**src/psm_defs.svh**
```systemverilog
// Offsets, field positions, reset values and pin indices of the status block
`ifndef PSM_DEFS_SVH
`define PSM_DEFS_SVH

// ****************************************************************
// APB register map
// ****************************************************************
`define PSM_ADDR_W           12
`define PSM_CTRL_OFS         12'h000
`define PSM_STATUS_OFS       12'h004
`define PSM_EVENT_OFS        12'h008

// ****************************************************************
// Control register fields
// ****************************************************************
`define PSM_CTRL_AN_EN_BIT   0
`define PSM_CTRL_SPD100_BIT  1
`define PSM_CTRL_FULLDUP_BIT 2
`define PSM_CTRL_W           3
`define PSM_CTRL_RST         3'h3

// ****************************************************************
// Status register fields
// ****************************************************************
`define PSM_STAT_SPD100_BIT  0
`define PSM_STAT_FULLDUP_BIT 1
`define PSM_STAT_LINK_BIT    2
`define PSM_STAT_STRAP_BIT   3
`define PSM_STAT_ADDR_LSB    4
`define PSM_STAT_MODE_LSB    9

// ****************************************************************
// Event register fields, write one to clear
// ****************************************************************
`define PSM_EV_LINKLOST_BIT  0
`define PSM_EV_COLSEEN_BIT   1
`define PSM_EV_W             2
`define PSM_EV_RST           2'h0

// ****************************************************************
// Dual-purpose pin indices
// ****************************************************************
`define PSM_PIN_COUNT        5
`define PSM_PIN_DUPLEX       0
`define PSM_PIN_COL          1
`define PSM_PIN_LINK         2
`define PSM_PIN_TX           3
`define PSM_PIN_RX           4

`endif

```
**src/psm_pkg.sv**
```systemverilog
// Types shared by the status block
package psm_pkg;

   // ****************************************************************
   // Media mode resolution states
   // ****************************************************************
   typedef enum logic [1:0] {
      PSM_ST_STRAP,
      PSM_ST_FORCED,
      PSM_ST_AN_WAIT,
      PSM_ST_AN_DONE
   } psm_mode_t;

endpackage

```
**src/psm_status_top.sv**
```systemverilog
// Status indicators, strap capture and 10/100 media mode selection with APB registers
//
// The address map and register access over APB were chosen for this implementation.
`timescale 1ns/1ns
`include "psm_defs.svh"

module psm_status_top (
   input  wire logic                   sys_clk,
   input  wire logic                   rstn,
   input  wire logic                   psel,
   input  wire logic                   penable,
   input  wire logic                   pwrite,
   input  wire logic [`PSM_ADDR_W-1:0] paddr,
   input  wire logic [31:0]            pwdata,
   input  wire logic [3:0]             pstrb,
   output logic      [31:0]            prdata,
   output logic                        pready,
   output logic                        pslverr,
   input  wire logic                   linkOkIn,
   input  wire logic                   txActiveIn,
   input  wire logic                   rxActiveIn,
   input  wire logic                   collisionIn,
   input  wire logic                   anCompleteIn,
   input  wire logic                   anSpeed100In,
   input  wire logic                   anFullDuplexIn,
   input  wire logic [`PSM_PIN_COUNT-1:0] dualPinIn,
   output logic      [`PSM_PIN_COUNT-1:0] dualPinOut,
   output logic      [`PSM_PIN_COUNT-1:0] dualPinOeN,
   output logic      [`PSM_PIN_COUNT-1:0] addressStrap,
   output logic                        speedIndicator,
   output logic                        lineDriverPairMode100,
   output logic                        receiverMode100
);

   // ****************************************************************
   // Declarations
   // ****************************************************************
   logic [`PSM_CTRL_W-1:0]    ctrl_reg;
   logic [`PSM_EV_W-1:0]      event_reg;
   logic [`PSM_EV_W-1:0]      eventSet;
   logic [`PSM_EV_W-1:0]      eventClr;
   logic [31:0]               prdata_reg;
   logic                      strapDone_reg;
   logic                      linkPrev_reg;
   logic                      speed100_reg;
   logic                      speed100_next;
   logic                      fullDuplex_reg;
   logic                      fullDuplex_next;
   psm_pkg::psm_mode_t        modeState_reg;
   psm_pkg::psm_mode_t        modeState_next;
   logic [`PSM_PIN_COUNT-1:0] levelNext;
   logic                      anEnable;
   logic                      forceSpeed100;
   logic                      forceFullDuplex;
   logic                      colLevel;
   logic                      addrHit;
   logic                      setupPhase;
   logic                      accessPhase;
   logic                      wrAccess;

   assign anEnable        = ctrl_reg[`PSM_CTRL_AN_EN_BIT];
   assign forceSpeed100   = ctrl_reg[`PSM_CTRL_SPD100_BIT];
   assign forceFullDuplex = ctrl_reg[`PSM_CTRL_FULLDUP_BIT];

   // ****************************************************************
   // APB slave
   // ****************************************************************
   // Zero wait states: read data is fetched in the setup cycle
   assign setupPhase  = psel & ~penable;
   assign accessPhase = psel & penable;
   assign addrHit     = (paddr == `PSM_CTRL_OFS) || (paddr == `PSM_STATUS_OFS) ||
                        (paddr == `PSM_EVENT_OFS);
   assign wrAccess    = accessPhase & pwrite & pstrb[0] & addrHit;
   assign pready      = 1'b1;
   assign pslverr     = accessPhase & ~addrHit;
   assign prdata      = prdata_reg;

   always_ff @(posedge sys_clk or negedge rstn) begin
      if (!rstn) begin
         prdata_reg <= 32'h0000_0000;
      end else if (setupPhase) begin
         case (paddr)
            `PSM_CTRL_OFS: begin
               prdata_reg <= {29'h000_0000, ctrl_reg};
            end
            `PSM_STATUS_OFS: begin
               prdata_reg <= {21'h00_0000, modeState_reg, addressStrap, strapDone_reg,
                              linkOkIn, fullDuplex_reg, speed100_reg};
            end
            `PSM_EVENT_OFS: begin
               prdata_reg <= {30'h0000_0000, event_reg};
            end
            default: begin
               prdata_reg <= 32'h0000_0000;
            end
         endcase
      end
   end

   // Only the low byte carries control bits; other lanes are ignored
   always_ff @(posedge sys_clk or negedge rstn) begin
      if (!rstn) begin
         ctrl_reg <= `PSM_CTRL_RST;
      end else if (wrAccess && (paddr == `PSM_CTRL_OFS)) begin
         ctrl_reg <= pwdata[`PSM_CTRL_W-1:0];
      end
   end

   // ****************************************************************
   // Sticky events
   // ****************************************************************
   // A new event in the clearing cycle survives the clear
   assign colLevel = collisionIn & ~fullDuplex_reg;
   assign eventSet = {colLevel & strapDone_reg, linkPrev_reg & ~linkOkIn & strapDone_reg};
   assign eventClr = (wrAccess && (paddr == `PSM_EVENT_OFS)) ?
                     pwdata[`PSM_EV_W-1:0] : `PSM_EV_RST;

   always_ff @(posedge sys_clk or negedge rstn) begin
      if (!rstn) begin
         event_reg <= `PSM_EV_RST;
      end else begin
         event_reg <= (event_reg & ~eventClr) | eventSet;
      end
   end

   always_ff @(posedge sys_clk or negedge rstn) begin
      if (!rstn) begin
         linkPrev_reg <= 1'b0;
      end else begin
         linkPrev_reg <= linkOkIn;
      end
   end

   // ****************************************************************
   // Strap capture
   // ****************************************************************
   // Set on the first edge after release; the pin cells sample at that edge
   always_ff @(posedge sys_clk or negedge rstn) begin
      if (!rstn) begin
         strapDone_reg <= 1'b0;
      end else begin
         strapDone_reg <= 1'b1;
      end
   end

   // ****************************************************************
   // Media mode resolution
   // ****************************************************************
   always_comb begin
      modeState_next = modeState_reg;
      if (!strapDone_reg) begin
         modeState_next = psm_pkg::PSM_ST_STRAP;
      end else if (!anEnable) begin
         modeState_next = psm_pkg::PSM_ST_FORCED;
      end else if (anCompleteIn) begin
         modeState_next = psm_pkg::PSM_ST_AN_DONE;
      end else begin
         modeState_next = psm_pkg::PSM_ST_AN_WAIT;
      end
   end

   // With negotiation enabled, the line is held at 10 Mb/s half duplex until it completes
   always_comb begin
      speed100_next   = 1'b0;
      fullDuplex_next = 1'b0;
      case (modeState_next)
         psm_pkg::PSM_ST_FORCED: begin
            speed100_next   = forceSpeed100;
            fullDuplex_next = forceFullDuplex;
         end
         psm_pkg::PSM_ST_AN_DONE: begin
            speed100_next   = anSpeed100In;
            fullDuplex_next = anFullDuplexIn;
         end
         psm_pkg::PSM_ST_AN_WAIT: begin
            speed100_next   = 1'b0;
            fullDuplex_next = 1'b0;
         end
         default: begin
            speed100_next   = 1'b0;
            fullDuplex_next = 1'b0;
         end
      endcase
   end

   always_ff @(posedge sys_clk or negedge rstn) begin
      if (!rstn) begin
         modeState_reg <= psm_pkg::PSM_ST_STRAP;
      end else begin
         modeState_reg <= modeState_next;
      end
   end

   always_ff @(posedge sys_clk or negedge rstn) begin
      if (!rstn) begin
         speed100_reg   <= 1'b0;
         fullDuplex_reg <= 1'b0;
      end else begin
         speed100_reg   <= speed100_next;
         fullDuplex_reg <= fullDuplex_next;
      end
   end

   // Driver, receiver and speed lamp share one flop so they never disagree
   assign lineDriverPairMode100 = speed100_reg;
   assign receiverMode100       = speed100_reg;
   assign speedIndicator        = speed100_reg;

   // ****************************************************************
   // Indicator levels and dual-purpose pins
   // ****************************************************************
   always_comb begin
      levelNext                  = '0;
      levelNext[`PSM_PIN_DUPLEX] = fullDuplex_next;
      levelNext[`PSM_PIN_COL]    = colLevel;
      levelNext[`PSM_PIN_LINK]   = linkOkIn;
      levelNext[`PSM_PIN_TX]     = txActiveIn;
      levelNext[`PSM_PIN_RX]     = rxActiveIn;
   end

   genvar gi;
   generate
      for (gi = 0; gi < `PSM_PIN_COUNT; gi = gi + 1) begin : g_pin
         psm_pin_cell u_cell (
            .sys_clk   (sys_clk),
            .rstn      (rstn),
            .strapDone (strapDone_reg),
            .levelNext (levelNext[gi]),
            .pinIn     (dualPinIn[gi]),
            .strapBit  (addressStrap[gi]),
            .pinOut    (dualPinOut[gi]),
            .pinOeN    (dualPinOeN[gi])
         );
      end
   endgenerate
endmodule // psm_status_top

```
**src/psm_pin_cell.sv**
```systemverilog
// One dual-purpose pin: strap capture at reset release, then indicator drive
`timescale 1ns/1ns

module psm_pin_cell (
   input  wire logic sys_clk,
   input  wire logic rstn,
   input  wire logic strapDone,
   input  wire logic levelNext,
   input  wire logic pinIn,
   output logic      strapBit,
   output logic      pinOut,
   output logic      pinOeN
);

   logic strapBit_reg;
   logic pinOut_reg;
   logic pinOeN_reg;

   // Sampled on the first edge after release, while nobody drives the pin
   always_ff @(posedge sys_clk or negedge rstn) begin
      if (!rstn) begin
         strapBit_reg <= 1'b0;
      end else if (!strapDone) begin
         strapBit_reg <= pinIn;
      end
   end

   // Driver stays off through reset so the strap resistor sets the level
   always_ff @(posedge sys_clk or negedge rstn) begin
      if (!rstn) begin
         pinOeN_reg <= 1'b1;
      end else if (!strapDone) begin
         pinOeN_reg <= 1'b0;
      end
   end

   always_ff @(posedge sys_clk or negedge rstn) begin
      if (!rstn) begin
         pinOut_reg <= 1'b0;
      end else begin
         pinOut_reg <= strapDone & levelNext;
      end
   end

   assign strapBit = strapBit_reg;
   assign pinOut   = pinOut_reg;
   assign pinOeN   = pinOeN_reg;

endmodule // psm_pin_cell

```
**config.mk**
```make
export PLATFORM = sky130hd
export DESIGN_NAME = psm_status_top
export DESIGN_NICKNAME = d
export VERILOG_FILES = /design/src/psm_pkg.sv /design/src/psm_status_top.sv /design/src/psm_pin_cell.sv
export VERILOG_INCLUDE_DIRS = /design/src
export SDC_FILE = /design/constraint.sdc
export NUM_CORES = 1
export LEC_CHECK = 0
export BUFFER_PORTS_ARGS = -buffer_cell sky130_fd_sc_hd__buf_2
export CAP_MARGIN = 10
export CORE_ASPECT_RATIO = 0.6
export CORE_UTILIZATION = 30
export CTS_CLUSTER_SIZE = 40
export DETAILED_ROUTE_END_ITERATION = 10
export SYNTH_ARGS = -nofsm -noshare
export SYNTH_HDL_FRONTEND = slang
export SYNTH_SLANG_ARGS = --single-unit
```
**constraint.sdc**
```tcl
create_clock -name sys_clk -period 1.2 [get_ports sys_clk]
set_input_delay 0.18 -clock sys_clk [delete_from_list [all_inputs] [get_ports sys_clk]]
set_output_delay 0.18 -clock sys_clk [all_outputs]
set_load 0.05 [all_outputs]
```
; ---- Word level (Yosys, flattened, before mapping)
; Cells that the tools add are included.
[word_totals]
ff_bits = 54
inputBits = 65
wordCells = 56
[op_classes]
n_eq_ne = 4
muxes = 7
bitwise = 21
reduce_logical = 5
[ops]
columns = operator, count
row1 = case mux 11 bit (3 select lines), 1
row2 = AND 1 bit, 14
row3 = equality test 12 x 3 -> 1 bit (second input constant), 1
row4 = equality test 12 x 4 -> 1 bit (second input constant), 1
row5 = zero test 12 bit, 1
row6 = 2-to-1 mux 2 bit, 3
row7 = inverter 1 bit, 4
row8 = case mux 1 bit (2 select lines), 2
row9 = AND 2 bit, 1
row10 = equality test 2 x 1 -> 1 bit (second input constant), 1
row11 = equality test 2 bit (second input constant), 1
row12 = logical AND 1 bit, 2
row13 = logical OR 1 bit, 2
row14 = inverter 2 bit, 1
row15 = OR 2 bit, 1
row16 = 2-to-1 mux 1 bit, 1

; ---- Longest topological paths before layout
[logic_depth]
depth_word = 9
mapped_depth = 5
mapped_depth_nobuf = 4

; ---- Cells and area by module
; A second synthesis with hierarchy kept.
[hier_totals]
hier_cells = 151
hier_area_um2 = 1735.4
[by_module_without_submodules]
columns = module, n_inst, cells_per_inst, area_per_inst_um2, seq_area_each_um2
row1 = psm_status_top, 1, 121, 1203.7, 553.0
row2 = psm_pin_cell, 5, 6, 106.4, 76.3

; ---- Worst setup path before layout
; No wires, ideal clock.
[synth_path]
path_type = input to register
from = in paddr[5]
to = reg ctrl_reg[2]
setup_time_ns = 0.125
arrival_ns = 1.367
t_required_ns = 1.075
setup_slack_ns = -0.292
stages = 4
path_buffers = 0
path_cell_list = nor4_2 > nand3_2 > or3_4 > mux2_4
[synth_between]
elab_chain_cells = 5
[synth_rtl]
columns = element, line_no
row1 = "start, declared", psm_status_top.sv:13  ; input wire logic [`PSM_ADDR_W-1:0] paddr,
row2 = equality test 12 x 3 -> 1 bit or zero test 12 bit (tied branches), --
row3 = logical OR 1 bit (2 in a row), psm_status_top.sv:71  ; assign addrHit = (paddr == `PSM_CTRL_OFS) || (paddr == `PSM_STATUS_OFS) ||
row4 = AND 1 bit, psm_status_top.sv:73  ; assign wrAccess = accessPhase & pwrite & pstrb[0] & addrHit;
row5 = logical AND 1 bit *, psm_status_top.sv:104  ; end else if (wrAccess && (paddr == `PSM_CTRL_OFS)) begin
row6 = "end signal, assigned", psm_status_top.sv:103  ; ctrl_reg <= `PSM_CTRL_RST;
row7 = "end signal, assigned", psm_status_top.sv:105  ; ctrl_reg <= pwdata[`PSM_CTRL_W-1:0];
row8 = "end, declared", psm_status_top.sv:38  ; logic [`PSM_CTRL_W-1:0] ctrl_reg;
; Every way passes the cells marked *; elsewhere a longest branch is shown, timed or not.
; A chain may end at the register's enable or synchronous reset.

; ---- Worst setup path in the final report
[layout_path]
from = in paddr[8]
to = reg ctrl_reg[2]
; The elaborated chain is that of the path after synthesis.

==> reports/results.tsv <==
metric	value	unit
Buffers on Ports	62	
Setup Viol. Count Final	17	
Tcrit/Tclk final	108	%
reg2reg end	prdata[2]	
Layout Nets	274	
minimum clock period	1.30	ns
Die Wd	98.1	um
Clock transition at path regs	0.07	ns
Hold Path Sink	linkPrev_reg	
Worst EP required	1.36	ns
synthesized area	1660	um^2
die height	59.7	um
Yosys Warn Count	0	
first-pass GRT wire length	5330	um
hpwl dp	2590	um
Bufs on Longest Clock Path	2	
Total GRT Usage	12.7	%
initial antenna violation count	0	
status	finished, violations left	
Final Instance Area	2210	um^2
most frequent cell after synthesis	buf_4	
mean number of vias per cell	4.15	
area of the core	5200	um^2
proportion of layout cells with a drive suffix above 1	51.4	%
worst hold path stage count	1	
post-synthesis sequential area ratio	49.9	%
Synth Flop Type	dfrtp_1	
R2R Setup Slk	0.07	ns
Detailed Route Iter0 Violations	27	
number of cells on the worst reg-to-reg path	3	
P_leak	1.13	nW
Die Area	5850	um^2
area leader, netlist	dfrtp_1	
Hold Path Origin	linkOkIn	
Critical Path Fanout Max	3	
gr ovfl total	0	
max cap viols	0	
# diodes	0	
pwr/cell area	1090	nW/um^2
area share of the largest cell type after synthesis	45.1	%
Row Count	20	
achievable frequency	769	MHz
placed cells	262	
worst min path class	input pin to flip-flop	
synth top area cells	dfrtp_1 (45%), buf_4 (18%), dfstp_2 (4.7%), a22o_1 (4.2%), mux2_2 (3.4%)	
clk sinks	33	
clk_skew	0.00381	ns
routed wire length	3510	um
hold_ws	0.0429	ns
Max Slew Vio Count	0	
H-tree Lvls	2	
end-of-flow core utilization	42.5	%
setup TNS	-0.922	ns
initial core utilization	31.9	%
Syn-to-layout area delta	33.1	%
clock latency on the worst-skew pair	0.28	ns
FFs w/ async S/R, synth	100	%
vias in the first global route	1017	
Post-Layout Cell Count	276	
Via Count	1146	
worst vdd ir	0.471	mV
Cells after Synth	144	
FF+latch count, synth	33	
post-route setup slack	-0.100	ns
clock root buffer	clkbuf_8	
Post-synth EDFFs	0	
failing checks	design-rule violations, negative setup slack	
Worst Setup End Kind	flip-flop	
Mapped Avg Cell Area	11.5	um^2
Antenna Violating Nets Remaining	0	
routed length per placed instance	12.7	um
total iterations of the first detailed-routing run	7	
Reg2Reg Launch Point	ctrl_reg[2]	
most frequent cells after synthesis	buf_4 (39), dfrtp_1 (30), a22o_1 (8), nand2_1 (8)	
critical path launch point type	input pin	
max reg flops	11	
GP Congestion	0.778	
cts bufs inserted	5	
Final Hold Fails	0	
io pins	117	
largest net degree at the start of global routing	18	
Worst Path Arrival	1.46	ns
post-synthesis cell type count	29	
DRC Markers	4	
RSZ-0062 raised after global routing	yes	
CTS tree	built	
critical path start-end classification	input pin to flip-flop	
area post-placement	1960	um^2
[layout make-up]
cell class                 instances  area, um^2
inverter                           1        3.75
tap                               66        82.6
clock inverter                     2        10.0
multi-input combinational         87         634
sequential                        33         830
clock buffer                       6        72.6
timing repair buffer              81         581
fill                             515        2990
[worst max path at each step]
stage / from / to / slack (ns) / depth (start not counted)
floorplan: paddr[5] / ctrl_reg[2] / -0.24 / 4
global placement: psel / ctrl_reg[2] / -0.35 / 5
detailed placement: psel / ctrl_reg[2] / -0.37 / 5
CTS: g_pin[2].u_cell.pinOeN / dualPinOeN[2] / -0.12 / 1
global route: paddr[8] / pslverr / -0.17 / 7
finish: paddr[8] / ctrl_reg[2] / -0.10 / 6
[cells in the final DEF (no fill, tap or decap), drive strengths merged, types with 5 or more instances in the layout]
master and count:
nand2 8, buf 77, and2 5, dfrtp 30
a22o 8, mux2 8, conb 23, clkbuf 9
o31ai 5
[stage by stage]
stage | power (mW) | setup WS [ns]
2_1_floorplan | 1.58 | -0.235
3_3_place_gp | 1.64 | -0.350
3_5_place_dp | 1.64 | -0.372
4_1_cts | 2.46 | -0.123
5_1_grt | 2.55 | -0.175
6_report | 2.42 | -0.100
[cells by family after synthesis]
group | synth area share [%]
and+or+nand+nor | 13.6
AOI/OAI and AO/OA | 9.18
other | 0.452
DFF | 49.9
buffers and inverters | 19.0
muxes | 7.90
[layer usage]
layer / track usage [%] / up-vias / wire (um)
met4: 5.19 / 0 / 21
met5: 0 / - / 0
met3: 5.73 / 2 / 286
met2: 16.9 / 41 / 1530
met1: 17.7 / 546 / 1670
li1: - / 557 / -
[report_power, final]
part,leakage (nW),total [mW],internal (mW),switching (mW)
Combinational,0.664,0.479,0.130,0.350
Clock,0.0450,0.781,0.401,0.380
Sequential,0.417,1.16,1.14,0.0161
Total,1.13,2.42,1.67,0.746
[critical path, stage by stage]
cell and delay, ns:
buf_6 0.10, nor4_4 0.26, nand3_2 0.13, buf_6 0.13
or3_4 0.36, mux2_4 0.30
[timing repair]
item / CTS / global route
setup buffers: 3 / 2
hold buffers: 1 / 0
resized for setup: 14 / 20
hold endpoints to repair: 13 / 0
pin swaps: 9 / 4
endpoints found under the setup margin: 9 / 20
Power figures use the tool's default switching activity.
